$ cat src/pkg/msl_pkg.sv
// shared constants and types for the motor speed-lock configuration block
package msl_pkg;
  // timing
  localparam real CLK_MHZ           = 100.0;
  localparam real HALL_STEP_MS      = 2.56;
  localparam int  HALL_STEP_CYCLES  = int'($ceil(HALL_STEP_MS * 1000.0 * CLK_MHZ));
  localparam real RETRY_MS          = 5.0;
  localparam int  RETRY_WAIT_CYCLES = int'($ceil(RETRY_MS * 1000.0 * CLK_MHZ));
  localparam int  PERIOD_W          = 27;

  // register indices; byte address is four times the index
  localparam logic [2:0] IDX_MODE     = 3'h0;
  localparam logic [2:0] IDX_REV      = 3'h2;
  localparam logic [2:0] IDX_BT       = 3'h3;
  localparam logic [2:0] IDX_IRQ_ST   = 3'h4;
  localparam logic [2:0] IDX_IRQ_MASK = 3'h5;
  localparam logic [2:0] IDX_STATE    = 3'h6;

  // reset values
  localparam logic [15:0] RST_MODE = 16'h0000;
  localparam logic [15:0] RST_REV  = 16'h0000;
  localparam logic [15:0] RST_BT   = 16'h0000;
  localparam logic [2:0]  RST_IRQ  = 3'h0;

  // writable bits, others read zero
  localparam logic [15:0] MODE_WMASK = 16'h003f;
  localparam logic [15:0] BT_WMASK   = 16'hf000;

  // field positions
  localparam int MODE_SPD_LSB   = 4;
  localparam int MODE_FB_LSB    = 2;
  localparam int MODE_BRK_BIT   = 1;
  localparam int MODE_RETRY_BIT = 0;
  localparam int REV_MIN_LSB    = 8;
  localparam int REV_MAX_LSB    = 0;
  localparam int BT_BASIC_BIT   = 15;
  localparam int BT_TOL_LSB     = 12;
  localparam int ST_LOCK_BIT    = 15;
  localparam int ST_FAULT_BIT   = 14;
  localparam int ST_RSVD_BIT    = 13;
  localparam int ST_CNT_LSB     = 0;

  // tolerance code 0 is 1/512 of a period, i.e. a shift of nine
  localparam logic [3:0] TOL_BASE_SHIFT = 4'h9;

  // interrupt bits
  localparam int IRQ_W         = 3;
  localparam int IRQ_LOCK_UP   = 0;
  localparam int IRQ_LOCK_LOST = 1;
  localparam int IRQ_FAULT     = 2;

  typedef enum logic [1:0] {
    SPD_CLK_FREQ = 2'h0,
    SPD_CLK_PWM  = 2'h1,
    SPD_REG_PWM  = 2'h2,
    SPD_RSVD     = 2'h3
  } msl_spd_mode_type;

  typedef enum logic [1:0] {
    FB_HALL_U   = 2'h0,
    FB_HALL_XOR = 2'h1,
    FB_AMP      = 2'h2,
    FB_TACHO    = 2'h3
  } msl_fb_src_type;

  typedef enum {ST_RUN, ST_LATCHED, ST_RETRY_WAIT} msl_fault_type;
endpackage

$ cat src/core/msl_core.sv
// speed-lock configuration registers, gate policy and lock detection
//
// Contract
// - decode speed control mode at bits 5:4
// - select feedback pulse source at bits 3:2
// - brake bit 0, enable off: coast outputs
// - brake bit 1, enable off: low sides on
// - restart bit 0: latch off after fault
// - restart bit 1: retry automatically after fault
// - lock needs minimum qualifying Hall periods afterwards
// - lock only within maximum period, 2.56 ms steps
// - basic bit forces three-Hall 120 degree drive
// - speed tolerance 1/512 to 1/4 period
//
// Our own choice: register access over Avalon-MM.
`timescale 1ns/1ps
module msl_core
  import msl_pkg::*;
#(
  parameter int STEP_CYCLES  = HALL_STEP_CYCLES,
  parameter int RETRY_CYCLES = RETRY_WAIT_CYCLES,
  parameter int PER_W        = PERIOD_W
) (
  input  wire logic        clk_i,
  input  wire logic        rst_n_i,
  input  wire logic [4:0]  address_i,
  input  wire logic        read_i,
  input  wire logic        write_i,
  input  wire logic [31:0] writedata_i,
  input  wire logic [3:0]  byteenable_i,
  output logic      [31:0] readdata_o,
  output logic             waitrequest_o,
  input  wire logic [2:0]  hall_i,
  input  wire logic        fb_amp_i,
  input  wire logic        tachometer_input_i,
  input  wire logic        enable_i,
  input  wire logic        fault_i,
  output logic      [2:0]  gate_hi_o,
  output logic      [2:0]  gate_lo_o,
  output logic             gate_oe_o,
  output logic             speed_feedback_pulse_o,
  output logic             pwm_from_clock_o,
  output logic             pwm_from_reg_o,
  output logic             advance_bypass_o,
  output logic             lock_o,
  output logic             irq_o
);
  localparam int RCW = $clog2(RETRY_CYCLES + 1);

  generate
    if (STEP_CYCLES < 1 || RETRY_CYCLES < 1 ||
        PER_W < $clog2(255 * STEP_CYCLES + 1)) begin : g_chk
      $error("msl_core: parameters out of range");
    end
  endgenerate

  // register file state
  logic [15:0]       mode_q;
  logic [15:0]       rev_q;
  logic [15:0]       bt_q;
  logic [IRQ_W-1:0]  irq_st;
  logic [IRQ_W-1:0]  irq_mask;
  logic [15:0]       next_mode;
  logic [15:0]       next_rev;
  logic [15:0]       next_bt;
  logic [IRQ_W-1:0]  next_irq_st;
  logic [IRQ_W-1:0]  next_irq_mask;
  logic [31:0]       next_rdata;
  logic              next_wait;
  logic              next_irq;
  logic [15:0]       wd16;
  logic [15:0]       be16;
  logic [IRQ_W-1:0]  events;
  logic              wr_go;
  logic [2:0]        sel;

  // control state
  msl_fault_type     fst;
  msl_fault_type     next_fst;
  logic [RCW-1:0]    rcnt;
  logic [RCW-1:0]    next_rcnt;
  logic [2:0]        next_hi;
  logic [2:0]        next_lo;
  logic              next_oe;
  logic              next_fb;
  logic [5:0]        comm;

  // lock state
  logic [PER_W-1:0]  prev_per;
  logic [PER_W-1:0]  next_prev_per;
  logic              have_prev;
  logic              next_have_prev;
  logic [7:0]        qcnt;
  logic [7:0]        next_qcnt;
  logic              next_lock;
  logic              hall_edge;
  logic [PER_W-1:0]  meas_per;
  logic [PER_W-1:0]  meas_run;
  logic [PER_W-1:0]  max_lim;
  logic [PER_W-1:0]  per_diff;
  logic [PER_W-1:0]  tol_lim;
  logic              per_ok;
  logic              diff_ok;

  wire logic             brake   = mode_q[MODE_BRK_BIT];
  wire logic             restart = mode_q[MODE_RETRY_BIT];
  wire logic [1:0]       spd     = mode_q[MODE_SPD_LSB +: 2];
  wire logic [1:0]       fbsel   = mode_q[MODE_FB_LSB +: 2];
  wire logic [7:0]       min_per = rev_q[REV_MIN_LSB +: 8];
  wire logic [7:0]       max_per = rev_q[REV_MAX_LSB +: 8];
  wire logic [2:0]       tol     = bt_q[BT_TOL_LSB +: 3];

  msl_hall_meas #(.PER_W(PER_W)) u_meas (
    .clk_i     (clk_i),
    .rst_n_i   (rst_n_i),
    .hall_u_i  (hall_i[0]),
    .edge_o    (hall_edge),
    .period_o  (meas_per),
    .running_o (meas_run)
  );

  // six-step table, phases ordered {w,v,u}, result {hi,lo}
  function automatic logic [5:0] comm120(input logic [2:0] h);
    case (h)
      3'b001:  comm120 = {3'b001, 3'b010};
      3'b011:  comm120 = {3'b001, 3'b100};
      3'b010:  comm120 = {3'b010, 3'b100};
      3'b110:  comm120 = {3'b010, 3'b001};
      3'b100:  comm120 = {3'b100, 3'b001};
      3'b101:  comm120 = {3'b100, 3'b010};
      default: comm120 = 6'h00;
    endcase
  endfunction

  // register bus: one wait state, then the access completes
  assign sel   = address_i[4:2];
  assign wr_go = write_i && !waitrequest_o;
  assign wd16  = writedata_i[15:0];
  assign be16  = {{8{byteenable_i[1]}}, {8{byteenable_i[0]}}};

  always_comb begin
    next_wait     = !((read_i || write_i) && waitrequest_o);
    next_mode     = mode_q;
    next_rev      = rev_q;
    next_bt       = bt_q;
    next_irq_mask = irq_mask;
    next_irq_st   = irq_st;
    next_rdata    = readdata_o;
    if (wr_go) begin
      case (sel)
        IDX_MODE: next_mode = (mode_q & ~(be16 & MODE_WMASK)) |
                              (wd16 & be16 & MODE_WMASK);
        IDX_REV:  next_rev = (rev_q & ~be16) | (wd16 & be16);
        IDX_BT:   next_bt = (bt_q & ~(be16 & BT_WMASK)) |
                            (wd16 & be16 & BT_WMASK);
        IDX_IRQ_MASK: if (byteenable_i[0]) next_irq_mask = wd16[IRQ_W-1:0];
        IDX_IRQ_ST: if (byteenable_i[0])
          next_irq_st = irq_st & ~wd16[IRQ_W-1:0];
        default: ;
      endcase
    end
    // set wins over a simultaneous clear
    next_irq_st = next_irq_st | events;
    if (read_i && waitrequest_o) begin
      case (sel)
        IDX_MODE:     next_rdata = {16'h0000, mode_q};
        IDX_REV:      next_rdata = {16'h0000, rev_q};
        IDX_BT:       next_rdata = {16'h0000, bt_q};
        IDX_IRQ_ST:   next_rdata = {29'h0, irq_st};
        IDX_IRQ_MASK: next_rdata = {29'h0, irq_mask};
        IDX_STATE: begin
          next_rdata                   = 32'h0000_0000;
          next_rdata[ST_LOCK_BIT]      = lock_o;
          next_rdata[ST_FAULT_BIT]     = (fst != ST_RUN);
          next_rdata[ST_RSVD_BIT]      = (spd == SPD_RSVD);
          next_rdata[ST_CNT_LSB +: 8]  = qcnt;
        end
        default:      next_rdata = 32'h0000_0000;
      endcase
    end
    next_irq = |(next_irq_st & next_irq_mask);
  end

  always_ff @(posedge clk_i) begin
    if (!rst_n_i) begin
      mode_q        <= RST_MODE;
      rev_q         <= RST_REV;
      bt_q          <= RST_BT;
      irq_st        <= RST_IRQ;
      irq_mask      <= RST_IRQ;
      readdata_o    <= 32'h0000_0000;
      waitrequest_o <= 1'b1;
      irq_o         <= 1'b0;
    end else begin
      mode_q        <= next_mode;
      rev_q         <= next_rev;
      bt_q          <= next_bt;
      irq_st        <= next_irq_st;
      irq_mask      <= next_irq_mask;
      readdata_o    <= next_rdata;
      waitrequest_o <= next_wait;
      irq_o         <= next_irq;
    end
  end

  // fault policy, gate drive and mode outputs
  assign comm = comm120(hall_i);

  always_comb begin
    next_fst  = fst;
    next_rcnt = rcnt;
    case (fst)
      ST_RUN: if (fault_i) begin
        next_fst  = restart ? ST_RETRY_WAIT : ST_LATCHED;
        next_rcnt = '0;
      end
      // only the outside party lifts the latch, by dropping enable
      ST_LATCHED: if (!enable_i && !fault_i) next_fst = ST_RUN;
      ST_RETRY_WAIT: begin
        if (rcnt < RCW'(RETRY_CYCLES)) next_rcnt = rcnt + RCW'(1);
        else if (!fault_i) next_fst = ST_RUN;
      end
      default: next_fst = ST_LATCHED;
    endcase
    next_hi = 3'h0;
    next_lo = 3'h0;
    next_oe = 1'b0;
    if (fst == ST_RUN && !fault_i) begin
      if (!enable_i) begin
        next_oe = brake;
        next_lo = brake ? 3'h7 : 3'h0;
      end else begin
        next_oe = 1'b1;
        {next_hi, next_lo} = comm;
      end
    end
    case (fbsel)
      FB_HALL_U:   next_fb = hall_i[0];
      FB_HALL_XOR: next_fb = ^hall_i;
      FB_AMP:      next_fb = fb_amp_i;
      default:     next_fb = tachometer_input_i;
    endcase
  end

  always_ff @(posedge clk_i) begin
    if (!rst_n_i) begin
      fst                    <= ST_RUN;
      rcnt                   <= '0;
      gate_hi_o              <= 3'h0;
      gate_lo_o              <= 3'h0;
      gate_oe_o              <= 1'b0;
      speed_feedback_pulse_o <= 1'b0;
      pwm_from_clock_o       <= 1'b0;
      pwm_from_reg_o         <= 1'b0;
      advance_bypass_o       <= 1'b0;
    end else begin
      fst                    <= next_fst;
      rcnt                   <= next_rcnt;
      gate_hi_o              <= next_hi;
      gate_lo_o              <= next_lo;
      gate_oe_o              <= next_oe;
      speed_feedback_pulse_o <= next_fb;
      pwm_from_clock_o       <= (spd == SPD_CLK_PWM);
      pwm_from_reg_o         <= (spd == SPD_REG_PWM);
      advance_bypass_o       <= bt_q[BT_BASIC_BIT];
    end
  end

  // lock detection
  assign max_lim  = PER_W'(max_per) * PER_W'(STEP_CYCLES);
  assign per_diff = (meas_per > prev_per) ? meas_per - prev_per
                                          : prev_per - meas_per;
  assign tol_lim  = prev_per >> (TOL_BASE_SHIFT - {1'b0, tol});
  assign per_ok   = meas_per <= max_lim;
  assign diff_ok  = per_diff <= tol_lim;

  always_comb begin
    next_prev_per  = prev_per;
    next_have_prev = have_prev;
    next_qcnt      = qcnt;
    next_lock      = lock_o;
    if (meas_run > max_lim) begin
      next_qcnt = 8'h00;
      next_lock = 1'b0;
    end else if (hall_edge) begin
      next_prev_per  = meas_per;
      next_have_prev = 1'b1;
      if (have_prev && per_ok && diff_ok) begin
        if (qcnt >= min_per) next_lock = 1'b1;
        else next_qcnt = qcnt + 8'h01;
      end else begin
        next_qcnt = 8'h00;
        next_lock = 1'b0;
      end
    end
  end

  assign events = {(fst == ST_RUN) && fault_i,
                   lock_o && !next_lock,
                   !lock_o && next_lock};

  always_ff @(posedge clk_i) begin
    if (!rst_n_i) begin
      prev_per  <= '0;
      have_prev <= 1'b0;
      qcnt      <= 8'h00;
      lock_o    <= 1'b0;
    end else begin
      prev_per  <= next_prev_per;
      have_prev <= next_have_prev;
      qcnt      <= next_qcnt;
      lock_o    <= next_lock;
    end
  end
endmodule // msl_core

$ cat src/core/msl_hall_meas.sv
// measures the U-phase Hall period in clock cycles
`timescale 1ns/1ps
module msl_hall_meas #(
  parameter int PER_W = 27
) (
  input  wire logic             clk_i,
  input  wire logic             rst_n_i,
  input  wire logic             hall_u_i,
  output logic                  edge_o,
  output logic [PER_W-1:0]      period_o,
  output logic [PER_W-1:0]      running_o
);
  generate
    if (PER_W < 2) begin : g_chk
      $error("msl_hall_meas: PER_W too small");
    end
  endgenerate

  logic             prev_u;
  logic             next_prev_u;
  logic             next_edge;
  logic [PER_W-1:0] next_period;
  logic [PER_W-1:0] next_running;

  always_comb begin
    next_prev_u  = hall_u_i;
    next_edge    = hall_u_i && !prev_u;
    next_period  = period_o;
    next_running = running_o;
    if (next_edge) begin
      next_period  = running_o;
      next_running = '0;
    end else if (running_o != {PER_W{1'b1}}) begin
      // saturate so a stalled rotor never wraps into a short period
      next_running = running_o + PER_W'(1);
    end
  end

  always_ff @(posedge clk_i) begin
    if (!rst_n_i) begin
      // a pin already high after reset must not count as a rising edge
      prev_u    <= 1'b1;
      edge_o    <= 1'b0;
      period_o  <= '0;
      running_o <= '0;
    end else begin
      prev_u    <= next_prev_u;
      edge_o    <= next_edge;
      period_o  <= next_period;
      running_o <= next_running;
    end
  end
endmodule // msl_hall_meas

$ cat config.mk
export PLATFORM = sky130hd
export DESIGN_NAME = msl_core
export DESIGN_NICKNAME = d
export VERILOG_FILES = /design/src/pkg/msl_pkg.sv /design/src/core/msl_core.sv /design/src/core/msl_hall_meas.sv
export SDC_FILE = /design/constraint.sdc
export NUM_CORES = 1
export LEC_CHECK = 0
export ABC_AREA = 1
export ABC_CLOCK_PERIOD_IN_PS = 6410
export BUFFER_PORTS_ARGS = -buffer_cell sky130_fd_sc_hd__buf_2
export CORE_UTILIZATION = 63
export CTS_CLUSTER_DIAMETER = 120
export DETAILED_ROUTE_END_ITERATION = 8
export GPL_TIMING_DRIVEN = 1
export PLACE_DENSITY = 0.87
export SETUP_SLACK_MARGIN = 0.4
export SYNTH_ARGS = -nofsm -noshare
export SYNTH_HDL_FRONTEND = slang
export SYNTH_SLANG_ARGS = --single-unit
$ cat constraint.sdc
create_clock -name clk_i -period 6.41 [get_ports clk_i]
set_input_delay 1.282 -clock clk_i [delete_from_list [all_inputs] [get_ports clk_i]]
set_output_delay 1.282 -clock clk_i [all_outputs]
set_load 0.005 [all_outputs]
# After elaboration in Yosys (flattened, before gate mapping)
# Index checks and enable logic that the tools add are counted.
[word_totals]
register_bits = 243
input_bits = 52
[classes]
add_sub_neg = 6
multipliers = 1
order_cmp = 6
eq_ne = 25
shift = 1
mux = 28
bitwise = 16
reduce_logical = 38
[op_table]
columns = ["op", "n"]
rows = [
  ["32-bit two-way mux", 4],
  ["16-bit one-hot mux with 6 select lines", 1],
  ["32-bit one-hot mux with 3 select lines", 1],
  ["16-bit bitwise AND", 4],
  ["32-bit zero test", 2],
  ["27-bit subtractor", 2],
  ["19-bit two-way mux", 2],
  ["19-bit one-hot mux with 2 select lines", 1],
  ["6-bit one-hot mux with 6 select lines", 1],
  ["32-bit by 1-bit equality test with 1-bit output (second input constant)", 1],
  ["32-bit by 2-bit equality test with 1-bit output (second input constant)", 1],
  ["16-bit inverter", 2],
  ["16-bit bitwise OR", 2],
  ["32-bit nonzero test", 1],
  ["27-bit by 1-bit adder with 27-bit output (second input constant)", 1],
  ["27-bit by 26-bit > comparator with 1-bit output", 1],
  ["27-bit > comparator", 1],
  ["27-bit by 26-bit less-or-equal comparator with 1-bit output", 1],
  ["27-bit less-or-equal comparator", 1],
  ["27-bit two-way mux", 1],
  ["27-bit inequality test (second input constant)", 1],
  ["27-bit by 4-bit right shift with 27-bit output", 1],
  ["3-bit two-way mux", 8],
  ["19-bit by 1-bit adder with 19-bit output (second input constant)", 1],
  ["other kinds (33)", 79],
]

# Logic depth before layout (Yosys ltp)
[depth]
depth_word = 12
ltp_mapped = 33

# By module
# Synthesis repeated with hierarchy kept, for this count alone.
[hier_totals]
cells_unflattened = 2236
area_unflattened_um2 = 15025.7
[by_module_without_submodules]
columns = ["mod", "instances", "cells_each", "area_each_um2"]
rows = [
  ["msl_core", 1, 1885, 12515.8],
  ["msl_hall_meas", 1, 351, 2509.9],
]

# Worst setup path before layout
# No wires, ideal clock.
[synth_path]
path_type = "register -> register"
from = "register (tool-made name)"
to = "register prev_per[1]"
setup_time_ns = 0.121
arrival_ns = 5.065
slack_ns = 1.224
path_stages_with_launch = 30
path_buffers = 1
period_less_slack_ns = 5.186
cell_sequence = "dfxtp_1 -> fa_1 -> xor2_1 -> ha_1 -> fa_1 -> inv_1 -> fa_1 -> inv_1 -> ha_1 -> nand2_1 -> nand2_1 -> a31oi_1 -> o21ai_0 -> a31oi_1 -> xor2_1 -> ha_1 -> a21oi_1 -> o21a_1 -> nand2_1 -> nand2_1 -> nand3_1 -> nand2_1 -> nand2_1 -> nand2_1 -> nand2_1 -> inv_2 -> nand2_4 -> buf_4 -> o21ai_0 -> a21oi_1"
[synth_rtl]
columns = ["item", "line", "rtl"]
rows = [
  ["end signal, assigned", "msl_core.sv:309", "prev_per <= next_prev_per;"],
  ["end, declared", "msl_core.sv:89", "logic [PER_W-1:0] prev_per;"],
]

==> results.yml <==
cts:
  clk_latency_ns: 0.45
  cts_buffer_depth: 2
  cts_tree: "yes"
  path_clk_slew_ns: 0.08
  cts_num_sinks: 175
  root_buffer: "clkbuf_16"
  cts_hold_buf: 0
  htreeDepth: 4
  numCtsBuffers: 17
setup_path:
  reg2reg_slack_ns: 0.53
  worstRegToRegCells: 32
  r2r_end: "qcnt[6]$_SDFFE_PP0P_"
  critical_path.most_common_cell: "nand2_1"
  cp.required_ns: 6.75
  cp.arrival_ns: 6.22
  end_kind: "flip-flop"
  start_kind: "flip-flop"
  path_class: "flip-flop to flip-flop"
  path_max_fanout: 10
  cp_slowest_cell: "fa_1"
  cpPeakStageDelay_ns: 0.53
pwr:
  p_int_mw: 2.199
  comb_power_share_pct: 38.9
  total_power_mw: 3.668
  p_sw_share_pct: 40.04
  pwr_density_cell_nw_per_um2: 234.3
  clock_power_share_pct: 30.0
  p_seq_share_pct: 31.1
  p_leak_nw: 7.268
  vdd_drop_max_mv: 0.1646
  power_switching_mw: 1.468
cells_and_area:
  syn2layout_area_growth_pct: 7.697
  num_antenna_cells: 0
  drive_gt1_share_pct: 7.682
  fin_cells: 2459
  nNetsFinal: 2403
  postLayoutCellArea_sq_um: 15650
route:
  wl_per_cell_um: 17.68
  drtPass1Iterations: 6
  drc_errors: 0
  vias: 14600
  antenna_left: 0
  via_per_inst: 5.938
  dr.first_iter.drc_count: 1331
  routed_wl_um: 43480
yosys:
  synth-async-reset-ratio_pct: 0
  synthDominantCellAreaShare_pct: 24.11
  ys_types: 57
  yosys_register_bits: 175
  synth_top_area_cell: "dfxtp_1"
  synth_flop_cell: "dfxtp_1"
  netlist_top_cells_area: "dfxtp_1, ha_1, nand2_1"
  synth.most_common_cell: "nand2_1"
  synth_common_cells: "nand2_1, inv_1, a21oi_1, o21ai_0, dfxtp_1"
  ys_seq_area_share_pct: 24.11
  synth_edf_count: 0
  ys_warn_count: 0
  synth_cells: 2134
  postSynthAreaPerCell_sq_um: 6.810
  synth_area_sq_um: 14530
placement:
  port_buffers: 61
  place_area_sq_um: 14910
  place_hpwl_um: 33390
  gp_congestion: 0.9900
  placedCellCount: 2425
sta:
  setup_tns_ns: 0
  clock_skew_ns: 0.01668
  finalCritPeriodShare_pct: 91.73
  slew_viol_final: 0
  min_period_ns: 5.880
  worstMarginPinSlew_ns: 1.082
  slew_headroom_pct: 27.87
  rsz0062_at_grt: "no"
  max_freq_mhz: 170.1
  finalSetupViolCount: 0
  hold_violations: 0
min_path:
  hp-start: "have_prev$_SDFFE_PN0P_"
  holdPathEnd: "have_prev$_SDFFE_PN0P_"
  min_path_cells: 2
  hold_path_class: "flip-flop to flip-flop"
floorplan:
  start_util_pct: 64.19
  row_count: 55
  die_y_um: 153.9
  dieWidth_um: 153.9
  die_area_sq_um: 23680
  core_area_sq_um: 22640
  ios: 98
status:
  status: "completed"
global_routing:
  gr-usage-all-layers_pct: 35.97
  overflow: 0
  grt_pass1_vias: 13400
  antenna_found_initial: 0
  grt_max_degree: 65
  grt_pass1_wl_um: 67630
flow_run:
  timing.max_cap.violations: 0
## cell families (layout without fill, tap and decap cells)
group	count (synthesis)	in the layout	share of synthesized area (%)
adders and majority gates	189	189	17.46
xor gates and xnor gates	67	67	4.038
muxes	14	14	0.9642
and+or+nand+nor	757	758	22.11
AOI/OAI and AO/OA	532	532	20.22
DFF	175	175	24.11
other	1	16	0.02580
buffers and inverters	399	423	11.07
## stage by stage
| stage | worst slack, ns | util, % | hold slack (ns) |
|---|---|---|---|
| floorplan | 1.224 | - | 0.4111 |
| global placement | 0.4876 | 65.85 | 0.4298 |
| detailed placement | 0.3359 | 65.85 | 0.4399 |
| CTS | 0.4024 | 68.59 | 0.4515 |
| global route | 0.3264 | 69.13 | 0.4864 |
| finish | 0.5299 | 69.13 | 0.4513 |
## area by class of cell
class	count	area, sq um
timing repair buffer	71	380.4
multi-input combinational	1576	9590
tap	285	356.6
sequential	175	3508
clock inverter	13	166.4
inverter	321	1210
clock buffer	18	439.2
fill	1938	6989
## worst max path at each step
stage          slack [ns]  startpoint  cells after the start                  endpoint
2_1_floorplan        1.22   flip-flop                     29  prev_per[1]$_SDFFE_PN0P_
3_3_place_gp         0.49   flip-flop                     28      qcnt[6]$_SDFFE_PP0P_
3_5_place_dp         0.34   flip-flop                     28      qcnt[6]$_SDFFE_PP0P_
4_1_cts              0.40   flip-flop                     24  prev_per[8]$_SDFFE_PN0P_
5_1_grt              0.33   flip-flop                     32      qcnt[5]$_SDFFE_PP0P_
6_report             0.53   flip-flop                     32      qcnt[6]$_SDFFE_PP0P_
## critical path, delay by kind of cell (launching register included)
family          cells  cell delay [ns]
compound gates      4             0.44
xor+xnor            1             0.18
simple gates       16             1.65
buf+inv             5             0.42
fa+ha+maj           6             2.73
flops               1             0.33
## layout by cell type (no fill, tap or decap), drive strengths merged, types with 18 or more instances in the layout
cell type / count
clkbuf: 18
o21ai: 215
ha: 166
dfxtp: 175
nand2: 458
nor2: 149
xor2: 45
nor3: 33
nand3: 57
o22ai: 31
nand4: 37
buf: 71
xnor2: 22
inv: 326
fa: 23
a21oi: 215
## metal layers
| layer | routed length [um] | GRT usage, % | part of all wire, % | vias up |
|---|---|---|---|---|
| met3 | 3372 | 5.862 | 7.8 | 107 |
| met2 | 19220 | 56.10 | 44 | 637 |
| met1 | 19510 | 50.15 | 45 | 6771 |
| met5 | 0 | 0 | 0 | - |
| met4 | 1375 | 12.76 | 3.2 | 0 |
| li1 | - | - | - | 7087 |
## power by group through the flow
stage | registers, mW | clock network, mW | logic [mW]
global placement | 1.16 | 0 | 1.35
floorplan | 1.16 | 0 | 1.07
finish | 1.14 | 1.10 | 1.43
CTS | 1.14 | 1.11 | 1.39
global route | 1.14 | 1.15 | 1.61
detailed placement | 1.16 | 0 | 1.38
## what timing repair did
item / in CTS / in global routing
pin swaps: 1 / 6
buffers inserted: 0 / 2
setup endpoints to repair: 39 / 40
resized for setup: 4 / 32
cloned: 0 / 1
Power figures use the tool's default switching activity.
